===== src/design/omec_consts.vh =====
// Register indices, field positions, keys and timing figures of the mode entry block
`ifndef OMEC_CONSTS_VH
`define OMEC_CONSTS_VH

// Register indices; byte address is four times the index
`define OMEC_IDX_CELL_CTRL 8'h08
`define OMEC_IDX_CHECK_STATUS 8'h0B
`define OMEC_IDX_ENTRY_KEY 8'h2A
`define OMEC_IDX_VALIDATE_KEY 8'h36
`define OMEC_IDX_PROGRAM_CMD 8'h39
`define OMEC_IDX_EVT_STATUS 8'h40
`define OMEC_IDX_EVT_MASK 8'h41
`define OMEC_IDX_MODE_STATUS 8'h42

// Key and command codes
`define OMEC_ENTRY_KEY 8'h3C
`define OMEC_VALIDATE_KEY 8'h96
`define OMEC_START_CMD 8'hB0

// Field positions
`define OMEC_BIT_CELL_SEL 0
`define OMEC_BIT_AUTO_MODE 7
`define OMEC_BIT_SLOW_WRITE 6
`define OMEC_BIT_CUST_LOCK 4
`define OMEC_BIT_BANK_LOCK 3
`define OMEC_BIT_ACTIVE 2
`define OMEC_BIT_MODE_ARMED 0
`define OMEC_BIT_MODE_VALID 1

// Event bits
`define OMEC_EVT_W 3
`define OMEC_EVT_DONE 0
`define OMEC_EVT_REFUSED 1
`define OMEC_EVT_MODE_EXIT 2

// Reset values
`define OMEC_RST_CELL_SEL 1'b1
`define OMEC_RST_AUTO_MODE 1'b0
`define OMEC_RST_SLOW_WRITE 1'b0

// Timing
`define OMEC_FAST_WRITE_MS 100
`define OMEC_SLOW_WRITE_MS 200
`define OMEC_CLK_KHZ 100000
`define OMEC_FAST_WRITE_CYCLES (`OMEC_FAST_WRITE_MS * `OMEC_CLK_KHZ)
`define OMEC_SLOW_WRITE_CYCLES (`OMEC_SLOW_WRITE_MS * `OMEC_CLK_KHZ)

`endif


===== src/design/omec_sync2.v =====
// Two-flop synchroniser for pin levels
`timescale 1ns/10ps
`default_nettype none
module omec_sync2 #(
	parameter W = 1
) (
	input wire hclk,
	input wire hresetn,
	input wire [W-1:0] d,
	output wire [W-1:0] q
);
	reg [W-1:0] meta_q;
	reg [W-1:0] sync_q;

	// First stage feeds only the second stage
	always @(posedge hclk or negedge hresetn) begin
		if (!hresetn) begin
			meta_q <= {W{1'b0}};
			sync_q <= {W{1'b0}};
		end else begin
			meta_q <= d;
			sync_q <= meta_q;
		end
	end

	assign q = sync_q;
endmodule
`default_nettype wire


===== src/design/omec_prog_timer.v =====
// Programming pulse timer with fast and slow durations
`timescale 1ns/10ps
`default_nettype none
module omec_prog_timer #(
	parameter [31:0] FAST_CYCLES = 32'd10000000,
	parameter [31:0] SLOW_CYCLES = 32'd20000000
) (
	input wire hclk,
	input wire hresetn,
	input wire start,
	input wire slow,
	output reg busy_q,
	output reg done_q
);
	reg [31:0] cnt_q;

	// Busy for exactly the chosen count; duration latched at start
	always @(posedge hclk or negedge hresetn) begin
		if (!hresetn) begin
			cnt_q <= 32'h0;
			busy_q <= 1'b0;
			done_q <= 1'b0;
		end else begin
			done_q <= 1'b0;
			if (start && !busy_q) begin
				cnt_q <= (slow ? SLOW_CYCLES : FAST_CYCLES) - 32'd1;
				busy_q <= 1'b1;
			end else if (busy_q) begin
				if (cnt_q == 32'h0) begin
					busy_q <= 1'b0;
					done_q <= 1'b1;
				end else begin
					cnt_q <= cnt_q - 32'd1;
				end
			end
		end
	end
endmodule
`default_nettype wire


===== src/design/omec_mode_entry_ctrl.v =====
// Programming mode entry, start command and status for one-time cells
`timescale 1ns/10ps
`default_nettype none
`include "omec_consts.vh"
module omec_mode_entry_ctrl #(
	parameter [31:0] FAST_CYCLES = `OMEC_FAST_WRITE_CYCLES,
	parameter [31:0] SLOW_CYCLES = `OMEC_SLOW_WRITE_CYCLES
) (
	input wire hclk,
	input wire hresetn,
	input wire hsel,
	input wire [31:0] haddr,
	input wire [1:0] htrans,
	input wire hwrite,
	input wire [2:0] hsize,
	input wire [31:0] hwdata,
	input wire hready,
	output reg [31:0] hrdata_q,
	output reg hreadyout_q,
	output reg hresp_q,
	input wire customer_lock_pin,
	input wire bank_lock_pin,
	output reg irq_q,
	output reg prog_mode_q,
	output wire cell_write_en,
	output reg cell_slow_select_q,
	output reg cell_transparency_select_q
);
	// Bus phase registers
	reg wr_pend_q;
	reg rd_pend_q;
	reg hit_q;
	reg [7:0] idx_q;

	// Control and state
	reg armed_q;
	reg auto_mode_q;
	reg bank_lock_q;
	reg [`OMEC_EVT_W-1:0] evt_sts_q;
	reg [`OMEC_EVT_W-1:0] evt_mask_q;

	// Combinational
	wire addr_ok;
	wire addr_in_map;
	wire addr_aligned;
	wire wr_hit;
	wire [7:0] wdat;
	wire entry_wr;
	wire validate_wr;
	wire cmd_wr;
	wire start_req;
	wire start_ok;
	wire refused;
	wire mode_exit;
	wire seq_busy;
	wire seq_done;
	wire cust_lock;
	wire bank_pin_lock;
	wire [`OMEC_EVT_W-1:0] evt_set;
	wire [`OMEC_EVT_W-1:0] evt_sts_d;
	wire irq_d;
	// Per-register write strobes
	wire cell_ctrl_wr;
	wire check_sts_wr;
	wire evt_sts_wr;
	wire evt_mask_wr;
	// Combinational next values
	reg [`OMEC_EVT_W-1:0] evt_clr;
	reg armed_d;
	reg prog_mode_d;
	reg [7:0] rd_mux;

	// Lock pins come from the cell array, outside this clock
	omec_sync2 #(
		.W(2)
	) u_lock_sync (
		.hclk(hclk),
		.hresetn(hresetn),
		.d({customer_lock_pin, bank_lock_pin}),
		.q({cust_lock, bank_pin_lock})
	);

	// Programming pulse duration
	omec_prog_timer #(
		.FAST_CYCLES(FAST_CYCLES),
		.SLOW_CYCLES(SLOW_CYCLES)
	) u_timer (
		.hclk(hclk),
		.hresetn(hresetn),
		.start(start_ok),
		.slow(cell_slow_select_q),
		.busy_q(seq_busy),
		.done_q(seq_done)
	);

	assign cell_write_en = seq_busy;

	// Address phase capture; only aligned words low in the map hit
	assign addr_ok = hsel && htrans[1] && hready;
	assign addr_in_map = (haddr[31:10] == 22'h0);
	assign addr_aligned = (haddr[1:0] == 2'h0);

	// Pipeline the address phase into the data phase

	always @(posedge hclk or negedge hresetn) begin
		if (!hresetn) begin
			wr_pend_q <= 1'b0;
			rd_pend_q <= 1'b0;
			hit_q <= 1'b0;
			idx_q <= 8'h00;
		end else begin
			wr_pend_q <= addr_ok && hwrite;
			rd_pend_q <= addr_ok && !hwrite;
			if (addr_ok) begin
				hit_q <= addr_in_map && addr_aligned;
				idx_q <= haddr[9:2];
			end
		end
	end

	// Reads take one wait state so data reflects any write just finished
	always @(posedge hclk or negedge hresetn) begin
		if (!hresetn) begin
			hreadyout_q <= 1'b1;
			hresp_q <= 1'b0;
			hrdata_q <= 32'h0;
		end else begin
			hresp_q <= 1'b0;
			hreadyout_q <= !(addr_ok && !hwrite);
			if (rd_pend_q) begin
				hrdata_q <= {24'h0, rd_mux};
			end
		end
	end

	// Read mux; write-only and unmapped words read zero
	always @* begin
		rd_mux = 8'h00;
		if (hit_q) begin
			case (idx_q)
				`OMEC_IDX_CELL_CTRL: begin
					rd_mux[`OMEC_BIT_CELL_SEL] = cell_transparency_select_q;
				end
				`OMEC_IDX_CHECK_STATUS: begin
					rd_mux[`OMEC_BIT_AUTO_MODE] = auto_mode_q;
					rd_mux[`OMEC_BIT_SLOW_WRITE] = cell_slow_select_q;
					rd_mux[`OMEC_BIT_CUST_LOCK] = cust_lock;
					rd_mux[`OMEC_BIT_BANK_LOCK] = bank_lock_q;
					rd_mux[`OMEC_BIT_ACTIVE] = seq_busy;
				end
				`OMEC_IDX_EVT_STATUS: begin
					rd_mux[`OMEC_EVT_W-1:0] = evt_sts_q;
				end
				`OMEC_IDX_EVT_MASK: begin
					rd_mux[`OMEC_EVT_W-1:0] = evt_mask_q;
				end
				`OMEC_IDX_MODE_STATUS: begin
					rd_mux[`OMEC_BIT_MODE_ARMED] = armed_q;
					rd_mux[`OMEC_BIT_MODE_VALID] = prog_mode_q;
				end
				default: begin
					rd_mux = 8'h00;
				end
			endcase
		end
	end

	// Write decode; data taken in the data phase
	assign wr_hit = wr_pend_q && hit_q;
	assign wdat = hwdata[7:0];
	assign entry_wr = wr_hit && (idx_q == `OMEC_IDX_ENTRY_KEY);
	assign validate_wr = wr_hit && (idx_q == `OMEC_IDX_VALIDATE_KEY);
	assign cmd_wr = wr_hit && (idx_q == `OMEC_IDX_PROGRAM_CMD);
	assign cell_ctrl_wr = wr_hit && (idx_q == `OMEC_IDX_CELL_CTRL);
	assign check_sts_wr = wr_hit && (idx_q == `OMEC_IDX_CHECK_STATUS);
	assign evt_sts_wr = wr_hit && (idx_q == `OMEC_IDX_EVT_STATUS);
	assign evt_mask_wr = wr_hit && (idx_q == `OMEC_IDX_EVT_MASK);

	// Key sequence: entry arms, matching validation completes, else exit
	always @* begin
		armed_d = armed_q;
		prog_mode_d = prog_mode_q;
		if (entry_wr) begin
			armed_d = (wdat == `OMEC_ENTRY_KEY);
		end
		if (validate_wr) begin
			armed_d = 1'b0;
			if (wdat == `OMEC_VALIDATE_KEY) begin
				prog_mode_d = prog_mode_q || armed_q;
			end else begin
				prog_mode_d = 1'b0;
			end
		end
	end

	// Exit event only when there was something to leave; a stray bad key while idle stays silent
	assign mode_exit = validate_wr
		&& (wdat != `OMEC_VALIDATE_KEY)
		&& (prog_mode_q || armed_q);

	// Start gating: validated, idle and no lock present
	assign start_req = cmd_wr && (wdat == `OMEC_START_CMD);
	assign start_ok = start_req
		&& prog_mode_q
		&& !seq_busy
		&& !cust_lock
		&& !bank_lock_q;
	// Refused starts are reported, other command values are dropped silently
	assign refused = start_req && !start_ok;

	// Key sequence registers
	always @(posedge hclk or negedge hresetn) begin
		if (!hresetn) begin
			armed_q <= 1'b0;
			prog_mode_q <= 1'b0;
		end else begin
			armed_q <= armed_d;
			prog_mode_q <= prog_mode_d;
		end
	end

	// Configuration bits; duration is latched by the timer, so mid-run changes are harmless
	always @(posedge hclk or negedge hresetn) begin
		if (!hresetn) begin
			auto_mode_q <= `OMEC_RST_AUTO_MODE;
			cell_slow_select_q <= `OMEC_RST_SLOW_WRITE;
		end else if (check_sts_wr) begin
			auto_mode_q <= wdat[`OMEC_BIT_AUTO_MODE];
			cell_slow_select_q <= wdat[`OMEC_BIT_SLOW_WRITE];
		end
	end

	// Host must leave this at one before burning cells; hardware does not check it
	always @(posedge hclk or negedge hresetn) begin
		if (!hresetn) begin
			cell_transparency_select_q <= `OMEC_RST_CELL_SEL;
		end else if (cell_ctrl_wr) begin
			cell_transparency_select_q <= wdat[`OMEC_BIT_CELL_SEL];
		end
	end

	// Bank lock is sticky: a finished burn or the array's own flag
	always @(posedge hclk or negedge hresetn) begin
		if (!hresetn) begin
			bank_lock_q <= 1'b0;
		end else if (seq_done || bank_pin_lock) begin
			bank_lock_q <= 1'b1;
		end
	end

	// Clear mask only from a write to the event status word
	always @* begin
		evt_clr = {`OMEC_EVT_W{1'b0}};
		if (evt_sts_wr) begin
			evt_clr = wdat[`OMEC_EVT_W-1:0];
		end
	end

	// Sticky events, write one to clear, a new event wins over the clear
	assign evt_set = {mode_exit, refused, seq_done};
	assign evt_sts_d = (evt_sts_q & ~evt_clr) | evt_set;

	always @(posedge hclk or negedge hresetn) begin
		if (!hresetn) begin
			evt_sts_q <= {`OMEC_EVT_W{1'b0}};
		end else begin
			evt_sts_q <= evt_sts_d;
		end
	end

	// Mask register; a zero bit keeps its event off the line
	always @(posedge hclk or negedge hresetn) begin
		if (!hresetn) begin
			evt_mask_q <= {`OMEC_EVT_W{1'b0}};
		end else if (evt_mask_wr) begin
			evt_mask_q <= wdat[`OMEC_EVT_W-1:0];
		end
	end

	// Registered so the pin never glitches; lags status by one cycle
	assign irq_d = |(evt_sts_q & evt_mask_q);

	always @(posedge hclk or negedge hresetn) begin
		if (!hresetn) begin
			irq_q <= 1'b0;
		end else begin
			irq_q <= irq_d;
		end
	end
endmodule
`default_nettype wire


===== config.mk =====
export PLATFORM = sky130hd
export DESIGN_NAME = omec_mode_entry_ctrl
export DESIGN_NICKNAME = d
export VERILOG_FILES = /design/src/design/omec_sync2.v /design/src/design/omec_prog_timer.v /design/src/design/omec_mode_entry_ctrl.v
export VERILOG_INCLUDE_DIRS = /design/src /design/src/design
export SDC_FILE = /design/constraint.sdc
export NUM_CORES = 1
export LEC_CHECK = 0
export BUFFER_PORTS_ARGS = -buffer_cell sky130_fd_sc_hd__buf_2
export CAP_MARGIN = 20
export CORE_ASPECT_RATIO = 1.5
export CORE_UTILIZATION = 52
export CTS_CLUSTER_SIZE = 12
export DETAILED_ROUTE_END_ITERATION = 10
export PLACE_DENSITY = 0.8
export SYNTH_ARGS = -nofsm -noshare
export SYNTH_HDL_FRONTEND = slang
export SYNTH_SLANG_ARGS = --single-unit

===== constraint.sdc =====
create_clock -name hclk -period 4.3 [get_ports hclk]
set_clock_uncertainty 0.05 [all_clocks]
set_input_delay 0.43 -clock hclk [delete_from_list [all_inputs] [get_ports hclk]]
set_output_delay 0.43 -clock hclk [all_outputs]
set_load 0.02 [all_outputs]

### Word level (Yosys, flattened, before mapping)

Cells that the tools add are included.
Widths: inputs -> output; s select.

| word-level totals | value |
|---|---|
| flip-flop bits (word level) | 71 |
| logic and storage cells | 96 |
| input bits | 76 |

| operators by class | value |
|---|---|
| reduce and logical (&&, ||, !) cells | 37 |
| bitwise operators | 4 |
| eq/ne operators | 13 |
| multiplexer cells | 20 |
| $add $sub $neg | 2 |

Operators with widths:

| cell | number |
|---|---|
| $mux 32 | 3 |
| $sub 32x1->32 const B | 2 |
| $eq 8x6->1 const B | 4 |
| $logic_not 32->1 | 1 |
| $mux 25 | 1 |
| $eq 8x7->1 const B | 3 |
| $logic_and 1x1->1 | 22 |
| $logic_not 22->1 | 1 |
| $eq 8x4->1 const B | 2 |
| $eq 8x8->1 const B | 2 |
| $mux 1 | 9 |
| $mux 8 | 1 |
| $ne 8x8->1 const B | 1 |
| $and 3x3->3 | 2 |
| $logic_not 1->1 | 6 |
| $pmux 1 s3 | 2 |
| $mux 2 | 2 |
| $pmux 1 s4 | 1 |
| $reduce_bool 2->1 | 2 |
| $mux 3 | 1 |
| $not 3->3 | 1 |
| $or 3x3->3 | 1 |
| $reduce_or 3->1 | 1 |
| $logic_not 2->1 | 1 |
| 3 further kinds | 4 |

### Depth between registers and ports, before layout

| depth | value |
|---|---|
| depth after elaboration | 10 |
| gate-level depth with buffers | 14 |
| gate-level depth less buffers | 10 |

### Modules after synthesis

A second synthesis with hierarchy kept.

| second synthesis, totals | value |
|---|---|
| cell total of the unflattened synthesis | 349 |
| area total of the unflattened synthesis | 3721.1 um^2 |

By module, submodules not included:

| module | cells each | area each (um^2) | times used | sequential area each (um^2) |
|---|---|---|---|---|
| omec_prog_timer | 184 | 1850.5 | 1 | 850.8 |
| omec_mode_entry_ctrl | 161 | 1770.4 | 1 | 803.3 |
| omec_sync2 | 4 | 100.1 | 1 | 100.1 |

### Least setup slack after synthesis

Ideal clock, no wire load.

| path | value |
|---|---|
| path kind | input port to flip-flop |
| start point | in hwdata[3] |
| end point | reg u_timer.cnt_q[30] |
| data arrival time | 3.249 ns |
| stages on the path | 13 |
| path slack | 0.924 ns |
| path buffers | 3 |
| cell sequence | or3b_2 nor4_1 nand3_1 clkbuf_1 nand2_1 ha_1 buf_2 nor4b_4 and3_1 buf_6 nand4_2 or4_1 a21oi_1 |

| on the way | value |
|---|---|
| cells in the longest elaborated chain, start to end | 9 |
| elaborated cells on any way between the ends | 11 |

RTL lines:

| what | line | RTL |
|---|---|---|
| start: declaration | omec_mode_entry_ctrl.v:16 | `input wire [31:0] hwdata,` |
| $eq 8x8->1 (no line) (*) | n/a |  |
| $logic_and 1x1->1 (*) | omec_mode_entry_ctrl.v:202 | `` assign start_req = cmd_wr && (wdat == `OMEC_START_CMD); `` |
| $logic_and 1x1->1 (*) | omec_mode_entry_ctrl.v:204 | `&& prog_mode_q` |
| $logic_and 1x1->1 (*) | omec_mode_entry_ctrl.v:205 | `&& !seq_busy` |
| $logic_and 1x1->1 (*) | omec_mode_entry_ctrl.v:206 | `&& !cust_lock` |
| $logic_and 1x1->1 (*) | omec_mode_entry_ctrl.v:207 | `&& !bank_lock_q;` |
| $logic_and 1x1->1 (*) | omec_prog_timer.v:25 | `if (start && !busy_q) begin` |
| $ne 2x1->1 (no line) / $reduce_bool 2->1 (equally long branches) | n/a |  |
| $reduce_and 2->1 (no line) | n/a |  |
| end signal: assignment | omec_prog_timer.v:26 | `cnt_q <= (slow ? SLOW_CYCLES : FAST_CYCLES) - 32'd1;` |
| end signal: assignment | omec_prog_timer.v:33 | `cnt_q <= cnt_q - 32'd1;` |
| end: declaration | omec_prog_timer.v:15 | `reg [31:0] cnt_q;` |

Mark *: on every way between the ends. The rest lies on a longest branch, timed or not.
A chain may end at the register's enable or synchronous reset.

### Worst setup path in the final report

| path | value |
|---|---|
| start point | reg idx_q[2] |
| end point | reg u_timer.cnt_q[30] |

| on the way | value |
|---|---|
| cells in the longest elaborated chain, start to end | 10 |
| elaborated cells on any way between the ends | 12 |

RTL lines:

| what | line | RTL |
|---|---|---|
| start: declaration | omec_mode_entry_ctrl.v:33 | `reg [7:0] idx_q;` |
| start signal: assignment | omec_mode_entry_ctrl.v:116 | `idx_q <= haddr[9:2];` |
| $eq 8x6->1 (no line) (*) | n/a |  |
| $logic_and 1x1->1 (*) | omec_mode_entry_ctrl.v:173 | `` assign cmd_wr = wr_hit && (idx_q == `OMEC_IDX_PROGRAM_CMD); `` |
| $logic_and 1x1->1 (*) | omec_mode_entry_ctrl.v:202 |  |
| $logic_and 1x1->1 (*) | omec_mode_entry_ctrl.v:204 |  |
| $logic_and 1x1->1 (*) | omec_mode_entry_ctrl.v:205 |  |
| $logic_and 1x1->1 (*) | omec_mode_entry_ctrl.v:206 |  |
| $logic_and 1x1->1 (*) | omec_mode_entry_ctrl.v:207 |  |
| $logic_and 1x1->1 (*) | omec_prog_timer.v:25 |  |
| $ne 2x1->1 (no line) / $reduce_bool 2->1 (equally long branches) | n/a |  |
| $reduce_and 2->1 (no line) | n/a |  |

Marks and branches as above.

==> results.sh <==
export IMPL_worstSetupPathType="reg -> reg"
export IMPL_cts_root_buf="clkbuf_8"
export IMPL_period_needed_ps=3440
export IMPL_grt_overflow_total=0
export IMPL_num_vias=3289
export IMPL_cp_start_kind="flip-flop"
export IMPL_drc=0
export IMPL_path_clk_slew_ps=70
export IMPL_avgSynthCellArea_um2=9.85
export IMPL_pwr_share_clk=0.423
export IMPL_pin_count=115
export IMPL_num_rows=38
export IMPL_max_freq_mhz=291
export IMPL_first_iter_violations=217
export IMPL_drive_gt1_frac=0.239
export IMPL_hold_viol=0
export IMPL_arrival_ps=3670
export IMPL_critPathBufInv=0
export IMPL_wl_per_cell_um=16.0
export IMPL_cts_setup_buffers=0
export IMPL_die_w_um=72.6
export IMPL_ys_seq_area_frac=0.451
export IMPL_final_cells=561
export IMPL_switching_power_mw=0.349
export IMPL_whs_endpoint="u_lock_sync.meta_q[0]"
export IMPL_combPwrFrac=0.079
export IMPL_place_inst=545
export IMPL_crit_chain="nand4bb_1, nor4_1, nand3_1, nand2_1, ha_1, nor4b_4, and3_1, nand4_2, or4_1, a21oi_1"
export IMPL_dpl_cell_area_mm2=0.00417
export IMPL_maxSlewHeadroom=0.221
export IMPL_multi_input_area_mm2=0.00190
export IMPL_place_hpwl_um=6670
export IMPL_crit_path_max_incr_delay_ps=530
export IMPL_routed_wl_um=8970
export IMPL_cts_tree="done"
export IMPL_htreeDepth=3
export IMPL_outcome="completed"
export IMPL_num_antenna_cells=0
export IMPL_firstDrtPassIters=5
export IMPL_synth_cell_types=66
export IMPL_gp_congestion=0.913
export IMPL_finalSetupViolCount=0
export IMPL_synthCells=395
export IMPL_cts_made_buffers=9
export IMPL_holdCritPathClass="in -> reg"
export IMPL_holdWs_ps=124
export IMPL_clkSinkCount=70
export IMPL_register_area_mm2=0.00175
export IMPL_final_common_cell="dfrtp_1"
export IMPL_drv_cap=0
export IMPL_die_height_um=108
export IMPL_cts_buffer_depth=2
export IMPL_viasPerCell=5.86
export IMPL_nets=533
export IMPL_max_vdd_ir_drop_mv=0.207
export IMPL_crit_family="simple AND/OR/NAND/NOR gates"
export IMPL_netlist_area_mm2=0.00389
export IMPL_finalPower_mw=1.42
export IMPL_p_int_mw=1.07
export IMPL_fillers=626
export IMPL_ctsResizeCount=0
export IMPL_die_area_mm2=0.00784
export IMPL_ys_warn_count=0
export IMPL_worstPathRequired_ps=4530
export IMPL_cp_end_kind="flip-flop"
export IMPL_synthFlopType="dfrtp_1"
export IMPL_finalSetupTns_ps=0
export IMPL_worst_slew_pin_slew_ps=1160
export IMPL_final_cell_area_mm2=0.00439
export IMPL_rr_endpoint="u_timer.cnt_q[30]"
export IMPL_seqPwrFrac=0.498
export IMPL_slew_viol_final=0
export IMPL_p_leak_nw=1.95
export IMPL_coreArea_mm2=0.00723
export IMPL_start_util=0.538
export IMPL_clk_latency_ps=360
export IMPL_r2r_setup_slack_ps=860
export IMPL_slowest_stage="or4_1"
export IMPL_track_usage=0.250
export IMPL_rsz0062_at_grt="false"
export IMPL_final_cell_mix="dfrtp_1 (68), buf_2 (60), nand2_1 (33), nor2_1 (28), conb_1 (26)"
export IMPL_r2r_start="idx_q[2]"
export IMPL_ff2ff_path_depth=10
export IMPL_power_density_mw_per_mm2=322
export IMPL_ys_ff_latch=70
export IMPL_antenna_found_initial=0
export IMPL_min_from="bank_lock_pin"
export IMPL_antenna_left=0
export IMPL_critPathMaxFanout=10
export IMPL_synth_edf_count=0
export IMPL_swShare=0.246
export IMPL_async_reset_ff_frac=1.00
export IMPL_hold_depth=1
export IMPL_port_buffers=60
export IMPL_grt_start_max_net_pins=45
export IMPL_syn_to_final_growth_pct=12.9
export IMPL_first_global_vias=3276
export IMPL_post_route_period_util=0.800
export IMPL_grt_pass1_wl_um=14800
export IMPL_holdBufCountCts=0
-- stage by stage --
step / util / setup slack, ps
3_5_place_dp: 0.577 / 744
4_1_cts: 0.608 / 921
5_1_grt: 0.608 / 647
6_report: 0.608 / 860
2_1_floorplan: - / 924
3_3_place_gp: 0.577 / 829
-- cell usage after synthesis, drive strengths merged (4+ instances only) --
cell type  number  area (um^2)
or3            11         68.8
nand2b          4         25.0
nand3          13         70.1
a31oi           9         56.3
nand2          33          124
nor2           28          105
dfrtp          68         1700
inv            17         63.8
a21oi          13         65.1
nand4          11         81.3
nor4b           5         58.8
mux2           11          124
clkbuf          4         15.0
o31ai           7         52.6
nor4           16          143
o41ai           4         35.0
or4             5         37.5
mux2i           8         80.1
o21ai          21          105
or4b            4         40.0
and3            8         52.6
buf            35          251
nor3           14         96.4
-- metal layers --
layer  GRT usage  part of all wire
met1       0.272              0.37
met3      0.0652             0.058
met2       0.441              0.53
met5           0                 0
met4       0.129             0.040
-- logic make-up (layout without fill, tap and decap cells) --
family	Yosys count	in the layout	share of synthesized area
adder cells (fa/ha/maj)	1	1	0.00322
AND/OR/NAND/NOR	171	171	0.273
multiplexers	19	19	0.0524
other	1	26	0.000964
flip-flops	70	70	0.451
AO/OA/AOI/OAI	74	74	0.128
buffers and inverters	56	97	0.0849
XOR/XNOR	3	3	0.00676
-- flip-flops by register name, summed over array words and instances (netlist names), 2 cells and up --
register	count
evt_mask_q	3
evt_sts_q	3
hrdata_q	7
idx_q	8
u_lock_sync.meta_q	2
u_lock_sync.q	2
u_timer.cnt_q	32
-- worst register-to-register path, delay by kind of cell (launching register included) --
kind                       cells  cell delay, ps
and+or+nand+nor                8            2410
DFF                            1             440
adders and majority gates      1             330
AOI/OAI and AO/OA              1             150
-- area by class of cell --
type                       instances  share of cell area
multi-input combinational        294               0.433
clock buffer                      13              0.0339
clock inverter                     3              0.0157
sequential                        70               0.400
inverter                          17              0.0145
timing repair buffer              64              0.0752
tap                              100              0.0285
-- how the worst max path moves through the flow --
stage                   start           endpoint  slack [ps]  depth (start not counted)
global route         idx_q[2]  u_timer.cnt_q[28]         650                         10
finish               idx_q[2]  u_timer.cnt_q[30]         860                         10
CTS                  idx_q[2]  u_timer.cnt_q[30]         920                         10
global placement    hwdata[3]  u_timer.cnt_q[30]         830                         11
detailed placement  hwdata[3]  u_timer.cnt_q[30]         740                         11
floorplan           hwdata[3]  u_timer.cnt_q[30]         920                         13
-- power groups by stage --
| stage | Sequential [mW] | Clock, mW | Combinational, mW |
|---|---|---|---|
| after floorplan | 0.703 | 0 | 0.0916 |
| after global placement | 0.716 | 0 | 0.109 |
| after detailed placement | 0.717 | 0 | 0.111 |
| after CTS | 0.704 | 0.610 | 0.112 |
| after global routing | 0.708 | 0.641 | 0.123 |
| final | 0.705 | 0.599 | 0.111 |
No activity file was read; power rests on OpenSTA's default activity.
